===== src/hw/lsag_pkg.sv =====
// load/store address generation: shared types and constants
// Summary of operation
// - Displacement mode adds the sign-extended 16-bit offset to the base.
// - Displacement with base selector zero adds zero, not register zero.
// - Indexed mode adds the base register and the index register.
// - Indexed mode with base selector zero yields the index register alone.
// - Register-only mode uses the base register, or zero for selector zero.
// - Loads put the byte, half-word or word at the address into the target.
// - Update loads, base nonzero and not the target: address goes to base.
// - Update with base zero: no trap, the address goes to register zero.
// - Update with base equal to target only loads that register from memory.
// - Byte loads fill the low eight bits and clear the rest.
// - Half-word loads fill the low sixteen bits and clear the rest.
package lsag_pkg;

   // ==========================================================
   // widths
   localparam int ADDR_W = 32;
   localparam int SEL_W  = 5;
   localparam int DISP_W = 16;

   // ==========================================================
   // encodings
   localparam logic [1:0] MODE_DISP  = 2'h0;
   localparam logic [1:0] MODE_INDEX = 2'h1;
   localparam logic [1:0] MODE_REG   = 2'h2;
   localparam logic [1:0] SIZE_BYTE  = 2'h0;
   localparam logic [1:0] SIZE_HALF  = 2'h1;
   localparam logic [1:0] SIZE_WORD  = 2'h2;
   localparam logic [SEL_W-1:0]  SEL_ZERO  = 5'h00;
   localparam logic [ADDR_W-1:0] ADDR_RST  = 32'h00000000;

   // ==========================================================
   // types
   typedef enum logic [1:0] {
      LSAG_IDLE   = 2'h0,
      LSAG_ACCESS = 2'h1,
      LSAG_WRITE  = 2'h3
   } lsag_phase_t;

   typedef struct packed {
      logic [1:0]        mode;
      logic [1:0]        size;
      logic              load;
      logic              update;
      logic [SEL_W-1:0]  baseSel;
      logic [SEL_W-1:0]  destSel;
      logic [DISP_W-1:0] disp;
      logic [ADDR_W-1:0] baseData;
      logic [ADDR_W-1:0] indexData;
      logic [ADDR_W-1:0] storeData;
   } lsag_req_t;

   typedef struct packed {
      logic              we;
      logic [SEL_W-1:0]  sel;
      logic [ADDR_W-1:0] data;
   } lsag_wr_t;

   typedef struct packed {
      lsag_phase_t       phase;
      logic              busy;
      logic              load;
      logic              update;
      logic [1:0]        size;
      logic              memReq;
      logic              memWe;
      logic [ADDR_W-1:0] addr;
      logic [ADDR_W-1:0] wdata;
      lsag_wr_t          dest;
      lsag_wr_t          base;
   } lsag_state_t;

endpackage


===== src/hw/lsag_unit.sv =====
// load/store address generation and load write-back unit
`timescale 1ns/100ps
`default_nettype none
module lsag_unit import lsag_pkg::*; (
   input  wire logic              clk,
   input  wire logic              resetn,
   input  wire logic              reqValid,
   input  wire lsag_req_t         req,
   output var  logic              reqBusy,
   output var  logic              memReq,
   output var  logic              memWe,
   output var  logic [1:0]        memSize,
   output var  logic [ADDR_W-1:0] memAddr,
   output var  logic [ADDR_W-1:0] memWdata,
   input  wire logic              memAck,
   input  wire logic [ADDR_W-1:0] memRdata,
   output var  lsag_wr_t          destWr,
   output var  lsag_wr_t          baseWr
);

   // ==========================================================
   // address and fill functions
   function automatic logic [ADDR_W-1:0] calcAddr(input lsag_req_t r);
      logic [ADDR_W-1:0] baseVal;
      logic [ADDR_W-1:0] dispExt;
      baseVal = (r.baseSel == SEL_ZERO) ? ADDR_RST : r.baseData;
      dispExt = {{(ADDR_W-DISP_W){r.disp[DISP_W-1]}}, r.disp};
      case (r.mode)
         MODE_DISP:  calcAddr = baseVal + dispExt;
         MODE_INDEX: calcAddr = baseVal + r.indexData;
         default:    calcAddr = baseVal;
      endcase
   endfunction

   function automatic logic [ADDR_W-1:0] zeroFill(input logic [1:0] sz,
                                                  input logic [ADDR_W-1:0] d);
      case (sz)
         SIZE_BYTE: zeroFill = {24'h000000, d[7:0]};
         SIZE_HALF: zeroFill = {16'h0000, d[15:0]};
         default:   zeroFill = d;
      endcase
   endfunction

   // ==========================================================
   // state
   lsag_state_t s_reg;
   lsag_state_t s_next;
   logic        reqTaken;

   assign reqTaken = reqValid && !s_reg.busy;

   always_comb begin
      s_next = s_reg;
      s_next.dest.we = 1'b0;
      s_next.base.we = 1'b0;
      case (s_reg.phase)
         LSAG_IDLE: begin
            if (reqValid) begin
               s_next.phase  = LSAG_ACCESS;
               s_next.busy   = 1'b1;
               s_next.load   = req.load;
               s_next.update = req.update;
               s_next.size   = req.size;
               s_next.memReq = 1'b1;
               s_next.memWe  = !req.load;
               s_next.addr   = calcAddr(req);
               s_next.wdata  = req.storeData;
               s_next.dest.sel = req.destSel;
               s_next.base.sel = req.baseSel;
            end
         end
         LSAG_ACCESS: begin
            if (memAck) begin
               s_next.memReq = 1'b0;
               s_next.memWe  = 1'b0;
               s_next.phase  = LSAG_WRITE;
               s_next.dest.we = s_reg.load;
               s_next.dest.data = zeroFill(s_reg.size, memRdata);
               // base-equals-dest: memory data wins, no address write
               s_next.base.we = s_reg.load && s_reg.update
                  && (s_reg.base.sel != s_reg.dest.sel);
               s_next.base.data = s_reg.addr;
            end
         end
         LSAG_WRITE: begin
            s_next.phase = LSAG_IDLE;
            s_next.busy  = 1'b0;
         end
         default: begin
            s_next.phase = LSAG_IDLE;
            s_next.busy  = 1'b0;
         end
      endcase
   end

   always_ff @(posedge clk) begin
      if (!resetn) begin
         s_reg <= '0;
      end else begin
         s_reg <= s_next;
      end
   end

   assign reqBusy  = s_reg.busy;
   assign memReq   = s_reg.memReq;
   assign memWe    = s_reg.memWe;
   assign memSize  = s_reg.size;
   assign memAddr  = s_reg.addr;
   assign memWdata = s_reg.wdata;
   assign destWr   = s_reg.dest;
   assign baseWr   = s_reg.base;
endmodule // lsag_unit
`default_nettype wire


===== config.mk =====
export PLATFORM = sky130hd
export DESIGN_NAME = lsag_unit
export DESIGN_NICKNAME = d
export VERILOG_FILES = /design/src/hw/lsag_pkg.sv /design/src/hw/lsag_unit.sv
export SDC_FILE = /design/constraint.sdc
export NUM_CORES = 1
export LEC_CHECK = 0
export BUFFER_PORTS_ARGS = -buffer_cell sky130_fd_sc_hd__buf_2
export CAP_MARGIN = 0
export CORE_ASPECT_RATIO = 0.8
export CORE_MARGIN = 2
export CORE_UTILIZATION = 46
export DETAILED_ROUTE_END_ITERATION = 8
export PLACE_DENSITY = 0.74
export SLEW_MARGIN = 20
export SYNTH_ARGS = -nofsm -noshare
export SYNTH_HDL_FRONTEND = slang
export SYNTH_SLANG_ARGS = --single-unit
export TNS_END_PERCENT = 30

===== constraint.sdc =====
create_clock -name clk -period 3.1 [get_ports clk]
set_clock_uncertainty 0.2 [all_clocks]
set_input_delay 0 -clock clk [delete_from_list [all_inputs] [get_ports clk]]
set_output_delay 0 -clock clk [all_outputs]
set_load 0.01 [all_outputs]

Word level (Yosys, flattened, before mapping)
Index checks and enable logic that the tools add are counted.
{ "word_totals": {"reg_bits": 149, "elab_cells": 47} }
{ "classes": {"add_sub_neg": 2, "n_eq_ne": 6, "n_mux": 9, "bitwise_logic": 1, "n_reduce_logical": 14} }
{ "op_table": {"columns": ["cell", "n"], "rows": [
  ["32-bit case mux with 2 select lines", 2],
  ["73-bit two-way mux", 1],
  ["32-bit adder", 2],
  ["32-bit two-way mux", 1],
  ["2-bit case mux with 2 select lines", 2],
  ["2-bit AND reduction", 4],
  ["2-bit by 1-bit equality test with 1-bit output (second input constant)", 3],
  ["2-bit logical NOT", 3],
  ["3-bit AND reduction", 2],
  ["5-bit logical NOT", 1],
  ["5-bit inequality test", 1],
  ["2-bit two-way mux", 2],
  ["2-bit inequality test (second input constant)", 2],
  ["1-bit logical AND", 2],
  ["1-bit case mux with 2 select lines", 1],
  ["2-bit nonzero test", 1],
  ["1-bit logical NOT", 1],
  ["1-bit inverter", 1]
]} }

Depth between registers and ports, before layout
{ "logic_depth": {"depth_word": 6, "depth_mapped": 15, "ltp_nobuf": 13} }

Least setup slack after synthesis
OpenSTA, ideal clock, no wires.
{ "synth_path": {"path_kind": "input port to flip-flop", "startpoint": "input port req[117] in the netlist's numbering", "endpoint": "register s_reg, in the netlist memAddr[26]", "t_arrival_ps": 2960, "setup_slack_ps": -176, "stages": 14, "n_path_buf": 1, "cell_sequence": "or4_4 > nor2_1 > buf_2 > nor2b_1 > ha_1 > fa_1 > a21oi_1 > o211ai_1 > a211oi_2 > a21oi_2 > o41ai_4 > o21ai_1 > xnor2_1 > o21ai_1"} }
{ "synth_between": {"elab_chain_len": 4, "elab_cells_between_ends": 5} }
{ "synth_lines": {"columns": ["item", "line", "source"], "rows": [
  ["start: declaration", "lsag_unit.sv:8", "input wire lsag_req_t req,"],
  ["5-bit logical NOT (*)", "lsag_unit.sv:26", "baseVal = (r.baseSel == SEL_ZERO) ? ADDR_RST : r.baseData;"],
  ["32-bit two-way mux (*)", "lsag_unit.sv:26", null],
  ["32-bit adder (on tied branches)", "lsag_unit.sv:30, lsag_unit.sv:29", null],
  ["32-bit case mux with 2 select lines (*)", "lsag_unit.sv:28", "case (r.mode)"],
  ["end signal: assignment", "lsag_unit.sv:100", "s_reg <= s_next;"],
  ["end: declaration", "lsag_unit.sv:46", "lsag_state_t s_reg;"]
]} }
Mark *: on every way between the ends. The rest lies on a longest branch, timed or not.
A chain may end at the register's enable or synchronous reset.

Final worst setup path
Same ends and word-level chain as after synthesis.

==> key figures <==
Finish
  • Sequential Area: around 3000 um2
  • Fill count: 1559
  • Nets@finish: 1630
  • Cell Count, Final, Fillers Out: 1706
  • Fin area: 12200 um2
  • Synth-to-Final Area Change: 38.3%
  • Multi-input logic area: 4560 um2
  • Fraction of layout cells with a size suffix above 1: 35.5%
  • Layout Utilization: approximately two thirds

GRT
  • First-pass GRT wire length: between 40 and 50 mm
  • Largest net degree at the start of global routing: ~60
  • Antenna violations before repair: 2
  • Total gr overflow: 0
  • Vias in the first global route: 8772
  • Gr usage total: between 20 and 30%

STA
  • Final hold violations: 0
  • Fin crit share: approximately 96%
  • RSZ-0062 raised after global routing: false
  • Fin worst setup slack: around 0.14 ns
  • Setup Viol. Count Final: 0
  • Rel. slew slack: 39.5%
  • Final Max Slew Viols: 0
  • Post-layout min period: 2.96 ns
  • Worst Tran Pin Value: roughly 0.91 ns
  • Fmax: 0.337 GHz

Synth
  • Synth Warn #: 0
  • Top cells by count, synth: 208 x nand2_1, 149 x dfxtp_1, 142 x buf_4
  • Synth async-reset ratio: 0%
  • EDFF count, synth: 0
  • Main flop type after synthesis: dfxtp_1
  • Leading area contributor after synthesis: dfxtp_1
  • Ranking of synthesized cells by area: dfxtp_1 34%, buf_4 12%, nand2_1 8.8%, a21boi_0 7.5%, ha_1 4.4%
  • Synth Register Bits: roughly 150
  • Syn_area_per_cell: ~8.3 um2
  • Synthesized net count: 1264
  • Post-synth cell types: 61
  • Top-count cell post-synth: nand2_1
  • Cells after Synth: 1068
  • Seq/Total Area, Yosys: between 30 and 40%
  • Yosys top cell area share: 33.7%
  • Netlist Area Pre-Place: 8860 um2

Power and ir drop
  • Worst IR drop on VDD: about 0.35 mV
  • Reg power frac: 36.2%
  • Pint: 3.96 mW
  • Gate power share: 27.0%
  • Pwr Density: 472 nW/um2
  • Sw frac: between 30% and 40%
  • Clock share of power: between 30% and 40%
  • Leakage: just under 6 nW
  • Net Sw Power: roughly 1.8 mW

Setup path
  • FF-to-FF setup slack: 0.51 ns
  • CP Max Fanout: 9
  • CP endpoint kind: flop
  • Crit Path Category: in -> reg
  • CP required: 3.21 ns
  • Critical path arrival: 3.07 ns
  • CP Launch Type: input port

CTS
  • Clk root buf: clkbuf_16
  • H-tree levels: 4
  • CTS tree: built
  • Clk slew on worst S/H paths: 0.07 ns
  • Clock Latency Late Sink: between 0.4 and 0.5 ns
  • Longest Clk Path Bufs: 2
  • CTS Buf Count: 17
  • CTS Sinks: between 100 and 150

Flow run
  • Total of max-cap violations: 0

Placement
  • PortBufs: 308
  • GP Congestion: 0.897
  • Dpl cell area: 10400 um2
  • Post-Place Cells: roughly 1500
  • DP Wirelength: 19.3 mm
  • Pre-CTS setup slack: -0.400 ns

Die
  • Core area: 18900 um2
  • Die Wd: 159 um
  • Initial Util: between 40 and 50%
  • Die height: roughly 130 um
  • # IOs: 309
  • Die area: approximately 20000 um2
  • Num rows: 45

Routing
  • DRT iter0 DRCs: 586
  • Vias after detailed routing: 8819
  • Vias per inst: 5.17
  • Drt total wl: 28.7 mm
  • Antenna violation net count after detailed routing: 0
  • DRC violations left: 0
  • Wire per inst: 16.8 um
  • Drt pass-1 iters: 5

Status
  • Status: finished, final reports clean

Min path
  • HP Class: in -> reg
## what timing repair did
item,4_1_cts,5_1_grt
hold buffers,123,0
endpoints found under the setup margin,0,12
buffers inserted,0,2
endpoints found under the hold margin,117,0
resized for setup,0,10
## power groups by stage
stage | sequential (mW) | clock, mW | combinational [mW]
floorplan | 2.11 | 0 | 0.912
global placement | 2.13 | 0 | 1.37
detailed placement | 2.13 | 0 | 1.39
CTS | 2.09 | 2.15 | 1.52
global route | 2.10 | 2.24 | 1.69
finish | 2.09 | 2.13 | 1.56
## cells in the final DEF, fill, tap and decap left out, types with 7 or more instances in the layout
cell type / count
nand2_1: 208
nor2b_1: 36
clkbuf_16: 17
buf_4: 121
o21ai_1: 11
ha_1: 29
mux2_2: 15
o211a_1: 12
inv_1: 12
xor2_1: 11
xnor2_1: 23
o21ai_0: 22
a21o_1: 27
nand3_1: 7
dfxtp_1: 149
o221ai_1: 8
buf_2: 307
a21boi_0: 88
nor2_1: 28
o211ai_1: 8
a21oi_1: 53
dlygate4sd3_1: 123
a22o_1: 26
## worst max-delay path, cell delays in order
cell and delay (ns):
buf_2 0.11, or4_4 0.57, nor2_4 0.19, buf_6 0.16, nor2b_1 0.08, ha_1 0.36, a21oi_1 0.14, o21ai_1 0.13
buf_4 0.16, a211oi_2 0.25, a21oi_2 0.11, o41ai_4 0.39, o21ai_1 0.12, xnor2_1 0.21, o21ai_1 0.09
## cell type report
type / instances / share of cell area [%]
diodes: 1 / 0.0204
well taps: 258 / 2.64
multi-input cells: 700 / 37.3
inverters: 12 / 0.368
clock inverters: 15 / 1.50
repair buffers: 554 / 30.4
flip-flops and latches: 149 / 24.4
clock buffers: 17 / 3.47
## cell families after synthesis
| kind of cell | after synthesis | synth area share (%) |
|---|---|---|
| flip-flops | 149 | 33.7 |
| buffers and inverters | 219 | 15.4 |
| multiplexers | 20 | 2.47 |
| AO/OA/AOI/OAI | 301 | 24.9 |
| adder cells (fa/ha/maj) | 32 | 4.61 |
| AND/OR/NAND/NOR | 313 | 15.6 |
| XOR/XNOR | 34 | 3.36 |
## per-stage QoR
| step | hold slack [ns] | total power [mW] | setup TNS (ns) |
|---|---|---|---|
| 2_1_floorplan | -0.0842 | 3.02 | 0 |
| 3_3_place_gp | 0.0101 | 3.50 | -4.04 |
| 3_5_place_dp | 0.0138 | 3.52 | -5.85 |
| 4_1_cts | 0.0133 | 5.76 | 0 |
| 5_1_grt | 0.0478 | 6.03 | 0 |
| 6_report | 0.0351 | 5.78 | 0 |
## final timing paths
path	start	to	cells after the start
worst max-delay path	req[117]	memAddr[26]	15
worst min-delay path	req[58]	memAddr[26]	5
worst max register to register	s_reg[147]	destWr[0]	6
worst min register to register	baseWr[18]	baseWr[18]	2
## layer usage
layer	track usage, %	wire length, um	up-vias
met2	46.4	13700	381
met4	9.68	785	0
li1	-	-	4260
met5	0	0	-
met3	6.96	2040	73
met1	33.3	12200	4105
Power figures use the tool's default switching activity.
